### src/scq_pkg.sv
// Shared constants and types for the startup clock quality sequencer.
package scq_pkg;

    // System (self) clock rate.
    localparam int CLK_HZ = 10_000_000;

    // Quality check timeout lies between 0.45 s and 2.5 s; the upper bound is used.
    localparam real QC_TIMEOUT_S = 2.5;
    localparam int QC_TIMEOUT_CYC = int'($floor(QC_TIMEOUT_S * CLK_HZ));
    // Valid oscillator edges that declare the oscillation good.
    localparam int QC_EDGES = 4096;

    // Clock monitor threshold lies between 50 kHz and 200 kHz; 100 kHz is used.
    localparam int MON_FAIL_KHZ = 100;
    localparam int MON_FAIL_CYC = CLK_HZ / (MON_FAIL_KHZ * 1000);

    // External reset pin must stay low for this many oscillator periods.
    localparam int MIN_RST_OSC = 2;
    // Wait recovery startup time, in bus cycles.
    localparam int WRS_CYC = 14;
    // Regulator recovery after pseudo stop.
    localparam int VUP_US = 10;
    localparam int VUP_CYC = VUP_US * (CLK_HZ / 1_000_000);

    // Register byte offsets.
    localparam logic [7:0] CTRL_OFS = 8'h00;
    localparam logic [7:0] STAT_OFS = 8'h04;
    localparam logic [7:0] FLAG_OFS = 8'h08;

    // CTRL fields.
    localparam int CTRL_MODE_LSB = 0;
    // STATUS fields.
    localparam int STAT_STATE_LSB = 0;
    localparam int STAT_SELF_BIT = 4;
    localparam int STAT_MON_BIT = 5;
    localparam int STAT_LOWBIAS_BIT = 6;
    localparam int STAT_RUN_BIT = 7;
    localparam int STAT_OSCOK_BIT = 8;
    // FLAG fields, write one to clear.
    localparam int FLAG_POR_BIT = 0;
    localparam int FLAG_LVR_BIT = 1;
    localparam int FLAG_EXT_BIT = 2;
    localparam int FLAG_MON_BIT = 3;
    localparam logic [3:0] FLAG_RESET = 4'h1;

    typedef enum logic [1:0] {
        MODE_NONE = 2'b00,
        MODE_WAIT = 2'b01,
        MODE_PSTOP = 2'b10,
        MODE_STOP = 2'b11
    } scq_mode_t;

    typedef enum logic [3:0] {
        ST_RESET = 4'b0000,
        ST_CHECK = 4'b0001,
        ST_RUN = 4'b0010,
        ST_WAIT = 4'b0011,
        ST_PSTOP = 4'b0100,
        ST_VUP = 4'b0101,
        ST_WRS = 4'b0110,
        ST_STOP = 4'b0111
    } scq_state_t;

endpackage

### src/scq_qc_if.sv
// Link between the sequencer core and its oscillator quality checker.
`timescale 1ns/10ps
interface scq_qc_if;
    logic start;
    logic mon_en;
    logic busy;
    logic pass;
    logic tmo;
    logic mon_fail;
    logic osc_edge;

    modport ctl (output start, output mon_en, input busy, input pass, input tmo,
        input mon_fail, input osc_edge);
    modport chk (input start, input mon_en, output busy, output pass, output tmo,
        output mon_fail, output osc_edge);
endinterface

### src/scq_qual_chk.sv
// Oscillator quality checker and clock monitor running on the self clock.
`timescale 1ns/10ps
module scq_qual_chk #(
    parameter int TIMEOUT_CYC = scq_pkg::QC_TIMEOUT_CYC,
    parameter int EDGES = scq_pkg::QC_EDGES,
    parameter int MON_CYC = scq_pkg::MON_FAIL_CYC
) (
    // Clock and reset
    input wire logic clk,
    input wire logic rst_n,
    // Oscillator pin
    input wire logic osc_in,
    // Core link
    scq_qc_if.chk qc
);

    localparam int TW = $clog2(TIMEOUT_CYC + 1);
    localparam int EW = $clog2(EDGES + 1);
    localparam int MW = $clog2(MON_CYC + 1);

    generate
        if (TIMEOUT_CYC < 2 || EDGES < 2 || MON_CYC < 2)
        begin : g_bad
            $error("scq_qual_chk: counts must be at least 2");
        end
    endgenerate

    logic osc_s1_r, osc_s2_r, osc_s3_r;
    logic busy_r, pass_r, tmo_r, mon_fail_r;
    logic [TW-1:0] tcnt_r;
    logic [EW-1:0] ecnt_r;
    logic [MW-1:0] mcnt_r;

    wire edge_seen = osc_s2_r & ~osc_s3_r;
    wire edges_done = edge_seen && (ecnt_r == EW'(EDGES - 1));
    wire time_done = (tcnt_r == TW'(TIMEOUT_CYC - 1));
    wire mon_done = (mcnt_r == MW'(MON_CYC));

    // Only the second and third stages are read; the pin is asynchronous to clk.
    always_ff @(posedge clk or negedge rst_n)
    begin
        if (!rst_n)
        begin
            osc_s1_r <= 1'b0;
            osc_s2_r <= 1'b0;
            osc_s3_r <= 1'b0;
        end
        else
        begin
            osc_s1_r <= osc_in;
            osc_s2_r <= osc_s1_r;
            osc_s3_r <= osc_s2_r;
        end
    end

    // Edges of the oscillator race the self clock timeout counter.
    always_ff @(posedge clk or negedge rst_n)
    begin
        if (!rst_n)
        begin
            busy_r <= 1'b0;
            pass_r <= 1'b0;
            tmo_r <= 1'b0;
            tcnt_r <= '0;
            ecnt_r <= '0;
        end
        else
        begin
            pass_r <= busy_r && !qc.start && edges_done;
            tmo_r <= busy_r && !qc.start && !edges_done && time_done;
            if (qc.start)
                busy_r <= 1'b1;
            else if (edges_done || time_done)
                busy_r <= 1'b0;
            tcnt_r <= (qc.start || !busy_r) ? '0 : TW'(tcnt_r + 1'b1);
            if (qc.start || !busy_r)
                ecnt_r <= '0;
            else if (edge_seen)
                ecnt_r <= EW'(ecnt_r + 1'b1);
        end
    end

    // A missing edge for longer than the threshold period means a slow or dead oscillator.
    always_ff @(posedge clk or negedge rst_n)
    begin
        if (!rst_n)
        begin
            mcnt_r <= '0;
            mon_fail_r <= 1'b0;
        end
        else
        begin
            if (!qc.mon_en || edge_seen)
                mcnt_r <= '0;
            else if (!mon_done)
                mcnt_r <= MW'(mcnt_r + 1'b1);
            mon_fail_r <= qc.mon_en && mon_done;
        end
    end

    assign qc.busy = busy_r;
    assign qc.pass = pass_r;
    assign qc.tmo = tmo_r;
    assign qc.mon_fail = mon_fail_r;
    assign qc.osc_edge = edge_seen;

endmodule

### src/scq_top.sv
// Startup and low-power recovery sequencer with oscillator quality check and APB registers.
// Summary of operation
// - Power-on release starts oscillator and quality check.
// - Low-voltage reset release also starts quality check.
// - No oscillation before timeout selects self clock.
// - Check on power-on, stop exit, oscillator failure.
// - Reset pin low two oscillator periods resets.
// - External reset with running oscillator skips quality check.
// - External interrupt wakes from full stop.
// - Stop wake-up runs check before clock release.
// - Wait and pseudo stop wake on any interrupt.
// - Vector fetch 14 cycles after wait, plus regulator.
// - Oscillator type strap sampled during reset.
// - Strap zero selects full swing or external.
// - Monitor fails below threshold oscillator frequency.
// - Power-on flag set only by power-on.
`timescale 1ns/10ps
module scq_top #(
    parameter int QC_TIMEOUT_CYC = scq_pkg::QC_TIMEOUT_CYC,
    parameter int QC_EDGES = scq_pkg::QC_EDGES,
    parameter int VUP_CYC = scq_pkg::VUP_CYC
) (
    // Clock and power-on reset
    input wire logic clk,
    input wire logic rst_n,
    // APB slave
    input wire logic [7:0] paddr,
    input wire logic psel,
    input wire logic penable,
    input wire logic pwrite,
    input wire logic [31:0] pwdata,
    output logic [31:0] prdata,
    output logic pready,
    output logic pslverr,
    // Pins and reset sources
    input wire logic osc_in,
    input wire logic ext_rst_n,
    input wire logic low_voltage_reset_n,
    input wire logic osc_type_strap,
    input wire logic ext_irq,
    // Internal wake-up interrupt
    input wire logic int_irq,
    // System controls
    output logic sys_rst_n,
    output logic sys_clk_en,
    output logic self_clk_mode,
    output logic osc_en,
    output logic osc_lowbias_sel,
    output logic fetch_rst_vec,
    output logic fetch_irq_vec,
    output logic monitor_fail
);

    localparam int WW = $clog2(VUP_CYC + scq_pkg::WRS_CYC + 1);

    generate
        if (VUP_CYC < 1 || QC_TIMEOUT_CYC < 2 || QC_EDGES < 2)
        begin : g_bad
            $error("scq_top: parameter out of range");
        end
    endgenerate

    scq_qc_if qc ();

    scq_qual_chk #(
        .TIMEOUT_CYC(QC_TIMEOUT_CYC),
        .EDGES(QC_EDGES),
        .MON_CYC(scq_pkg::MON_FAIL_CYC)
    ) u_chk (
        .clk(clk),
        .rst_n(rst_n),
        .osc_in(osc_in),
        .qc(qc)
    );

    // Pin synchronisers: stage one feeds stage two only.
    logic [3:0] pin_s1_r, pin_s2_r;
    always_ff @(posedge clk or negedge rst_n)
    begin
        if (!rst_n)
        begin
            pin_s1_r <= 4'h3;
            pin_s2_r <= 4'h3;
        end
        else
        begin
            pin_s1_r <= {ext_irq, osc_type_strap, low_voltage_reset_n, ext_rst_n};
            pin_s2_r <= pin_s1_r;
        end
    end
    wire erst_low = ~pin_s2_r[0];
    wire lvr_low = ~pin_s2_r[1];
    wire strap_s = pin_s2_r[2];
    wire eirq_s = pin_s2_r[3];

    scq_pkg::scq_state_t state_r, state_nxt;
    logic need_chk_r, need_chk_nxt;
    logic from_stop_r, from_stop_nxt;
    logic self_r, self_nxt;
    logic osc_ok_r, osc_ok_nxt;
    logic bg_r, bg_nxt;
    logic start_nxt;
    logic frst_nxt, firq_nxt;
    logic [WW-1:0] wcnt_r, wcnt_nxt;
    logic [1:0] ecnt_r;
    logic ext_hit_r;
    logic [3:0] flag_r;
    logic mode_req_v;
    scq_pkg::scq_mode_t mode_req;

    // APB decode; pready is raised by the setup cycle so every access takes no wait state.
    wire sel_ctrl = (paddr == scq_pkg::CTRL_OFS);
    wire sel_stat = (paddr == scq_pkg::STAT_OFS);
    wire sel_flag = (paddr == scq_pkg::FLAG_OFS);
    wire sel_any = sel_ctrl | sel_stat | sel_flag;
    wire setup = psel & ~penable;
    wire acc_wr = psel & penable & pwrite & pready;
    wire wr_ctrl = acc_wr & sel_ctrl & ~pslverr;
    wire wr_flag = acc_wr & sel_flag & ~pslverr;
    wire [31:0] stat_word = {23'h0, osc_ok_r, ~sys_rst_n ? 1'b0 : sys_clk_en,
        osc_lowbias_sel, qc.mon_fail, self_r, state_r};
    wire [31:0] rd_word = sel_stat ? stat_word : sel_flag ? {28'h0, flag_r} : 32'h0;
    assign mode_req = scq_pkg::scq_mode_t'(pwdata[scq_pkg::CTRL_MODE_LSB +: 2]);
    assign mode_req_v = wr_ctrl && (mode_req != scq_pkg::MODE_NONE);

    always_ff @(posedge clk or negedge rst_n)
    begin
        if (!rst_n)
        begin
            pready <= 1'b0;
            pslverr <= 1'b0;
            prdata <= 32'h0;
        end
        else
        begin
            pready <= setup;
            pslverr <= setup & ~sel_any;
            if (setup)
                prdata <= pwrite ? 32'h0 : rd_word;
        end
    end

    // External reset length is measured in oscillator periods, or in self clock
    // cycles when the oscillator is not known good (osc_ok_r low, as after power-on) so the pin still works.
    wire ecnt_tick = osc_ok_r ? qc.osc_edge : 1'b1;
    always_ff @(posedge clk or negedge rst_n)
    begin
        if (!rst_n)
        begin
            ecnt_r <= 2'h0;
            ext_hit_r <= 1'b0;
        end
        else
        begin
            if (!erst_low)
                ecnt_r <= 2'h0;
            else if (ecnt_tick && ecnt_r != 2'(scq_pkg::MIN_RST_OSC))
                ecnt_r <= 2'(ecnt_r + 1'b1);
            ext_hit_r <= erst_low && (ecnt_r == 2'(scq_pkg::MIN_RST_OSC));
        end
    end

    wire any_irq = eirq_s | int_irq;

    always_comb
    begin
        state_nxt = state_r;
        need_chk_nxt = need_chk_r;
        from_stop_nxt = from_stop_r;
        self_nxt = self_r;
        osc_ok_nxt = osc_ok_r;
        bg_nxt = bg_r;
        start_nxt = 1'b0;
        frst_nxt = 1'b0;
        firq_nxt = 1'b0;
        wcnt_nxt = (wcnt_r == '0) ? '0 : WW'(wcnt_r - 1'b1);
        if (lvr_low)
        begin
            state_nxt = scq_pkg::ST_RESET;
            need_chk_nxt = 1'b1;
            bg_nxt = 1'b0;
        end
        else if (ext_hit_r)
        begin
            state_nxt = scq_pkg::ST_RESET;
            need_chk_nxt = need_chk_r | ~osc_ok_r;
            bg_nxt = 1'b0;
        end
        else
        begin
            unique case (state_r)
                scq_pkg::ST_RESET:
                begin
                    if (!erst_low && need_chk_r)
                    begin
                        state_nxt = scq_pkg::ST_CHECK;
                        start_nxt = 1'b1;
                        from_stop_nxt = 1'b0;
                    end
                    else if (!erst_low)
                    begin
                        state_nxt = scq_pkg::ST_RUN;
                        frst_nxt = 1'b1;
                    end
                end
                scq_pkg::ST_CHECK:
                begin
                    if (qc.pass || qc.tmo)
                    begin
                        state_nxt = scq_pkg::ST_RUN;
                        self_nxt = qc.tmo;
                        osc_ok_nxt = qc.pass;
                        need_chk_nxt = 1'b0;
                        frst_nxt = ~from_stop_r;
                        firq_nxt = from_stop_r;
                    end
                end
                scq_pkg::ST_RUN:
                begin
                    if (mode_req_v && mode_req == scq_pkg::MODE_WAIT)
                        state_nxt = scq_pkg::ST_WAIT;
                    else if (mode_req_v && mode_req == scq_pkg::MODE_PSTOP)
                        state_nxt = scq_pkg::ST_PSTOP;
                    else if (mode_req_v)
                        state_nxt = scq_pkg::ST_STOP;
                    if (qc.mon_fail && !self_r)
                    begin
                        self_nxt = 1'b1;
                        osc_ok_nxt = 1'b0;
                        bg_nxt = 1'b1;
                        start_nxt = 1'b1;
                    end
                    else if (bg_r && qc.pass)
                    begin
                        self_nxt = 1'b0;
                        osc_ok_nxt = 1'b1;
                        bg_nxt = 1'b0;
                    end
                    else if (bg_r && qc.tmo)
                        start_nxt = 1'b1;
                end
                scq_pkg::ST_WAIT:
                begin
                    if (any_irq)
                    begin
                        state_nxt = scq_pkg::ST_WRS;
                        wcnt_nxt = WW'(scq_pkg::WRS_CYC - 1);
                    end
                end
                scq_pkg::ST_PSTOP:
                begin
                    if (any_irq)
                    begin
                        state_nxt = scq_pkg::ST_VUP;
                        wcnt_nxt = WW'(VUP_CYC - 1);
                    end
                end
                scq_pkg::ST_VUP:
                begin
                    if (wcnt_r == '0)
                    begin
                        state_nxt = scq_pkg::ST_WRS;
                        wcnt_nxt = WW'(scq_pkg::WRS_CYC - 1);
                    end
                end
                scq_pkg::ST_WRS:
                begin
                    if (wcnt_r == '0)
                    begin
                        state_nxt = scq_pkg::ST_RUN;
                        firq_nxt = 1'b1;
                    end
                end
                scq_pkg::ST_STOP:
                begin
                    if (eirq_s)
                    begin
                        state_nxt = scq_pkg::ST_CHECK;
                        start_nxt = 1'b1;
                        from_stop_nxt = 1'b1;
                        bg_nxt = 1'b0;
                    end
                end
                default:
                    state_nxt = scq_pkg::ST_RESET;
            endcase
        end
    end

    always_ff @(posedge clk or negedge rst_n)
    begin
        if (!rst_n)
        begin
            state_r <= scq_pkg::ST_RESET;
            need_chk_r <= 1'b1;
            from_stop_r <= 1'b0;
            self_r <= 1'b0;
            osc_ok_r <= 1'b0;
            bg_r <= 1'b0;
            wcnt_r <= '0;
        end
        else
        begin
            state_r <= state_nxt;
            need_chk_r <= need_chk_nxt;
            from_stop_r <= from_stop_nxt;
            self_r <= self_nxt;
            osc_ok_r <= osc_ok_nxt;
            bg_r <= bg_nxt;
            wcnt_r <= wcnt_nxt;
        end
    end

    assign qc.start = start_nxt;
    assign qc.mon_en = osc_ok_r && !self_r && state_r == scq_pkg::ST_RUN;

    // Registered system controls; the processor stays in reset through a reset-time check.
    wire hold_rst = (state_nxt == scq_pkg::ST_RESET) ||
        (state_nxt == scq_pkg::ST_CHECK && !from_stop_nxt);
    wire clk_run = (state_nxt == scq_pkg::ST_RUN);
    always_ff @(posedge clk or negedge rst_n)
    begin
        if (!rst_n)
        begin
            sys_rst_n <= 1'b0;
            sys_clk_en <= 1'b0;
            self_clk_mode <= 1'b0;
            osc_en <= 1'b0;
            fetch_rst_vec <= 1'b0;
            fetch_irq_vec <= 1'b0;
            monitor_fail <= 1'b0;
        end
        else
        begin
            sys_rst_n <= ~hold_rst;
            sys_clk_en <= clk_run;
            self_clk_mode <= self_nxt;
            osc_en <= (state_nxt != scq_pkg::ST_STOP);
            fetch_rst_vec <= frst_nxt;
            fetch_irq_vec <= firq_nxt;
            monitor_fail <= qc.mon_fail;
        end
    end

    // The strap is sampled while the system is held in reset, so power-on sees the pin.
    always_ff @(posedge clk or negedge rst_n)
    begin
        if (!rst_n)
            osc_lowbias_sel <= 1'b1;
        else if (!sys_rst_n)
            osc_lowbias_sel <= (strap_s != 1'b0);
    end

    // Sticky cause flags; an event in the clearing cycle wins over the clear.
    wire [3:0] flag_set = {qc.mon_fail, ext_hit_r, lvr_low, 1'b0};
    wire [3:0] flag_clr = wr_flag ? pwdata[3:0] : 4'h0;
    always_ff @(posedge clk or negedge rst_n)
    begin
        if (!rst_n)
            flag_r <= scq_pkg::FLAG_RESET;
        else
            flag_r <= (flag_r & ~flag_clr) | flag_set;
    end

endmodule

### config.mk
export PLATFORM = sky130hd
export DESIGN_NAME = scq_top
export DESIGN_NICKNAME = d
export VERILOG_FILES = /design/src/scq_pkg.sv /design/src/scq_qc_if.sv /design/src/scq_qual_chk.sv /design/src/scq_top.sv
export SDC_FILE = /design/constraint.sdc
export NUM_CORES = 1
export LEC_CHECK = 0
export BUFFER_PORTS_ARGS = -buffer_cell sky130_fd_sc_hd__clkbuf_2
export CAP_MARGIN = 0
export CELL_PAD_IN_SITES_DETAIL_PLACEMENT = 1
export CELL_PAD_IN_SITES_GLOBAL_PLACEMENT = 1
export CORE_ASPECT_RATIO = 0.8
export CORE_MARGIN = 3
export CORE_UTILIZATION = 46
export DETAILED_ROUTE_END_ITERATION = 12
export PLACE_DENSITY_LB_ADDON = 0.1
export SLEW_MARGIN = 10
export SYNTH_ARGS = -nofsm -noshare
export SYNTH_HDL_FRONTEND = slang
export SYNTH_SLANG_ARGS = --single-unit
### constraint.sdc
create_clock -name clk -period 3.7 [get_ports clk]
set_input_delay 0.185 -clock clk [delete_from_list [all_inputs] [get_ports clk]]
set_output_delay 0.185 -clock clk [all_outputs]
set_load 0.1 [all_outputs]
==> flow_summary.json <==
{
  "worstPathArrival_ns": 2.64,
  "fin_setup_tns_ns": 0,
  "p_per_area_nw_per_um2": 493,
  "synth_cell_types": 60,
  "cts_made_buffers": 9,
  "die_area_sq_um": 12000,
  "overflow": 0,
  "fin_hold_ws_ns": -0.0165,
  "num_antenna_cells": 0,
  "antenna_found_initial": 0,
  "wl_per_cell_microns": 16.0,
  "ant_nets": 0,
  "endpoint_kind": "flip-flop",
  "slew_violations": 0,
  "setup.worst_path.class": "flip-flop to flip-flop",
  "viasPerCell": 5.36,
  "cts_tree": "built",
  "path_clk_slew_ns": 0.07,
  "cap_violations": 0,
  "die_w_microns": 122,
  "required_ns": 3.92,
  "status": "finished with violations",
  "grt_pass1_vias": 3871,
  "rsz0062_at_grt": "false",
  "via_count": 3695,
  "grtUsageTotal_pct": 20.0,
  "clkSinkCount": 101,
  "routed_wirelength_microns": 11100,
  "finalHoldViolations": 16,
  "syn_area_sq_um": 4910,
  "grt_pass1_wl_microns": 19100,
  "final_layout_size_suffix_gt1_share_pct": 13.5,
  "synthCells": 499,
  "cts_max_path_buffers": 2,
  "slew_headroom_pct": 36.9,
  "nets": 602,
  "cts_setup_buffers": 0,
  "rows": 33,
  "grt_max_degree": 74,
  "hp-class": "input pin to asynchronous set/reset pin",
  "finalClockSkew_ns": 0.0112,
  "setup_viol": 0,
  "insertion_delay_ns": 0.34,
  "ios": 93,
  "ctsRootBufferMaster": "clkbuf_16",
  "drcViolationCount": 0,
  "fillers": 1220,
  "seq_area_frac_synth_pct": 51.6,
  "vdd_drop_max_uv": 269,
  "start_kind": "flip-flop",
  "synthToLayoutAreaGrowth_pct": 12.5,
  "dp_hpwl_microns": 8070,
  "core-area_sq_um": 10300,
  "drt-pass1-iter-count": 4,
  "worst-path-max-fanout": 4,
  "numPortBuffers": 41,
  "place_congestion": 0.827,
  "max_clock_freq_mhz": 414,
  "min_period_ns": 2.41,
  "initial_core_util_pct": 47.6,
  "place_ws_ns": 1.29,
  "period_share_pct": 65.2,
  "worst_pin_slew_ns": 0.937,
  "synth_edf_count": 0,
  "htreeDepth": 3,
  "ys.flop_type": "dfrtp_1",
  "drtIter0Drc": 177,
  "postSynth.asyncResetShare_pct": 100,
  "die_h_microns": 98.4,
  "violations": "negative hold slack",
  "synth_seq_cells": 101,
  "p_leak_uw": 0.00246,
  "fin_ws_ns": 1.29,
  "synth_area_per_cell_sq_um": 9.84,
  "ys_warn_count": 0
}
kinds of logic (layout without fill, tap and decap cells):
group	Yosys count	after routing	share of synthesized area, %
XOR/XNOR	40	40	7.13
flip-flops	101	101	51.6
adder cells (fa/ha/maj)	6	6	1.53
other	1	24	0.0764
buffers and inverters	52	80	5.89
multiplexers	3	3	0.637
AO/OA/AOI/OAI	63	63	8.46
AND/OR/NAND/NOR	233	233	24.6
path summary, 6_finish.rpt:
| path | start | end | slack (ns) | cells after the start |
|---|---|---|---|---|
| hold / removal | rst_n | prdata[2]$_DFFE_PN0P_ | -0.02 | 1 |
| min in group clk | pwdata[0] | flag_r[0]$_DFF_PN1_ | 0.05 | 2 |
| max in group asynchronous | rst_n | pin_s1_r[1]$_DFF_PN1_ | 2.71 | 2 |
| setup / recovery | wcnt_r[0]$_DFF_PN0_ | sys_rst_n$_DFF_PN0_ | 1.29 | 7 |
| hold reg to reg | u_chk.osc_s1_r$_DFF_PN0_ | u_chk.osc_s2_r$_DFF_PN0_ | 0.35 | 0 |
| setup reg to reg | wcnt_r[0]$_DFF_PN0_ | sys_rst_n$_DFF_PN0_ | 1.29 | 7 |
critical path, stage by stage, from the launching register on:
cell	delay, ns
dfrtp_1	0.41
inv_1	0.07
ha_1	0.17
or3b_1	0.47
o41ai_1	0.37
nand3_1	0.13
a211o_1	0.35
a221o_1	0.33
what timing repair did:
action                    CTS  global route
hold endpoints to repair    5             0
hold buffers                5             0
gates resized for setup     0             0
power by group:
group	internal [uW]	total [uW]	switching (uW)
Sequential	1210	1320	112
Clock	530	920	390
Combinational	166	482	316
cells in the mapped netlist, types with 2 or more instances:
| master | count | area (sq um) |
|---|---|---|
| a31oi_1 | 2 | 12.5 |
| inv_1 | 14 | 52.6 |
| nand3b_1 | 2 | 15.0 |
| ha_1 | 6 | 75.1 |
| and4_1 | 5 | 43.8 |
| a21o_1 | 4 | 30.0 |
| nand2b_1 | 7 | 43.8 |
| nor2_1 | 77 | 289 |
| and3_1 | 5 | 31.3 |
| nand4b_1 | 2 | 17.5 |
| dfstp_2 | 7 | 184 |
| or3_1 | 7 | 43.8 |
| nor4bb_1 | 3 | 30.0 |
| o31ai_1 | 3 | 22.5 |
| nand4_1 | 9 | 56.3 |
| a22o_1 | 4 | 35.0 |
| nand3_1 | 23 | 115 |
| nor4b_1 | 3 | 26.3 |
| buf_4 | 23 | 173 |
| xor2_1 | 16 | 140 |
| dfrtp_1 | 94 | 2350 |
| nor3_1 | 12 | 60.1 |
| or4_1 | 2 | 15.0 |
| a21oi_1 | 16 | 80.1 |
| mux2i_1 | 2 | 20.0 |
| xnor2_1 | 24 | 210 |
| nor4_1 | 11 | 68.8 |
| o21ai_0 | 12 | 60.1 |
| o21a_1 | 3 | 22.5 |
| and4b_1 | 3 | 30.0 |
| buf_2 | 5 | 25.0 |
| nand2_1 | 42 | 158 |
| nor2b_1 | 9 | 56.3 |
| a22oi_1 | 6 | 45.0 |
| and2_1 | 3 | 18.8 |
| clkbuf_1 | 9 | 33.8 |
flip-flops by register name, indices dropped and copies added (netlist names), 2 cells and up:
name and count:
flag_r 4, wcnt_r 7, u_chk.mcnt_r 7, pin_s1_r 4, u_chk.tcnt_r 25, u_chk.ecnt_r 13
state_r 4, ecnt_r 2, prdata 9, pin_s2_r 4
cell usage in the layout, fill, tap and decap left out, types with 5 or more instances in the layout:
master,count
a21oi_1,16
a22oi_1,6
and3_1,5
and4_1,5
buf_4,5
clkbuf_16,9
clkbuf_2,40
conb_1,24
dfrtp_1,94
dfstp_2,7
dlygate4sd3_1,5
ha_1,6
inv_1,14
nand2_1,42
nand2b_1,7
nand3_1,23
nand4_1,9
nor2_1,77
nor2b_1,9
nor3_1,12
nor4_1,11
o21ai_0,12
or3_1,7
xnor2_1,24
xor2_1,16
area by class of cell:
class | count | area [sq um] | share of cell area (%)
well taps | 140 | 175 | 3.17
repair buffers | 50 | 288 | 5.21
inverters | 14 | 52.6 | 0.952
clock buffers | 14 | 284 | 5.14
flip-flops and latches | 101 | 2540 | 45.9
clock inverters | 2 | 15.0 | 0.272
multi-input cells | 369 | 2170 | 39.3
per-stage QoR:
stage	power (uW)	hold WS (ns)	utilization, %	cell area, sq um	instances
after floorplan	1710	-0.111	-	5000	522
after global placement	1790	0.278	50.1	5170	669
after detailed placement	1820	0.282	50.1	5170	669
after CTS	2760	0.0232	53.5	5520	690
after global routing	2880	0.0410	53.5	5520	690
final	2720	-0.0165	53.5	5520	690
routing by layer:
metal	wire, microns	vias to the layer above	GRT usage, %	share of wire (%)
met2	5520	55	33.1	50
met3	359	9	4.07	3.2
met4	125	0	5.17	1.1
met1	5050	1858	26.9	46
met5	0	-	0	0
li1	-	1773	-	-
Power figures use the tool's default switching activity.
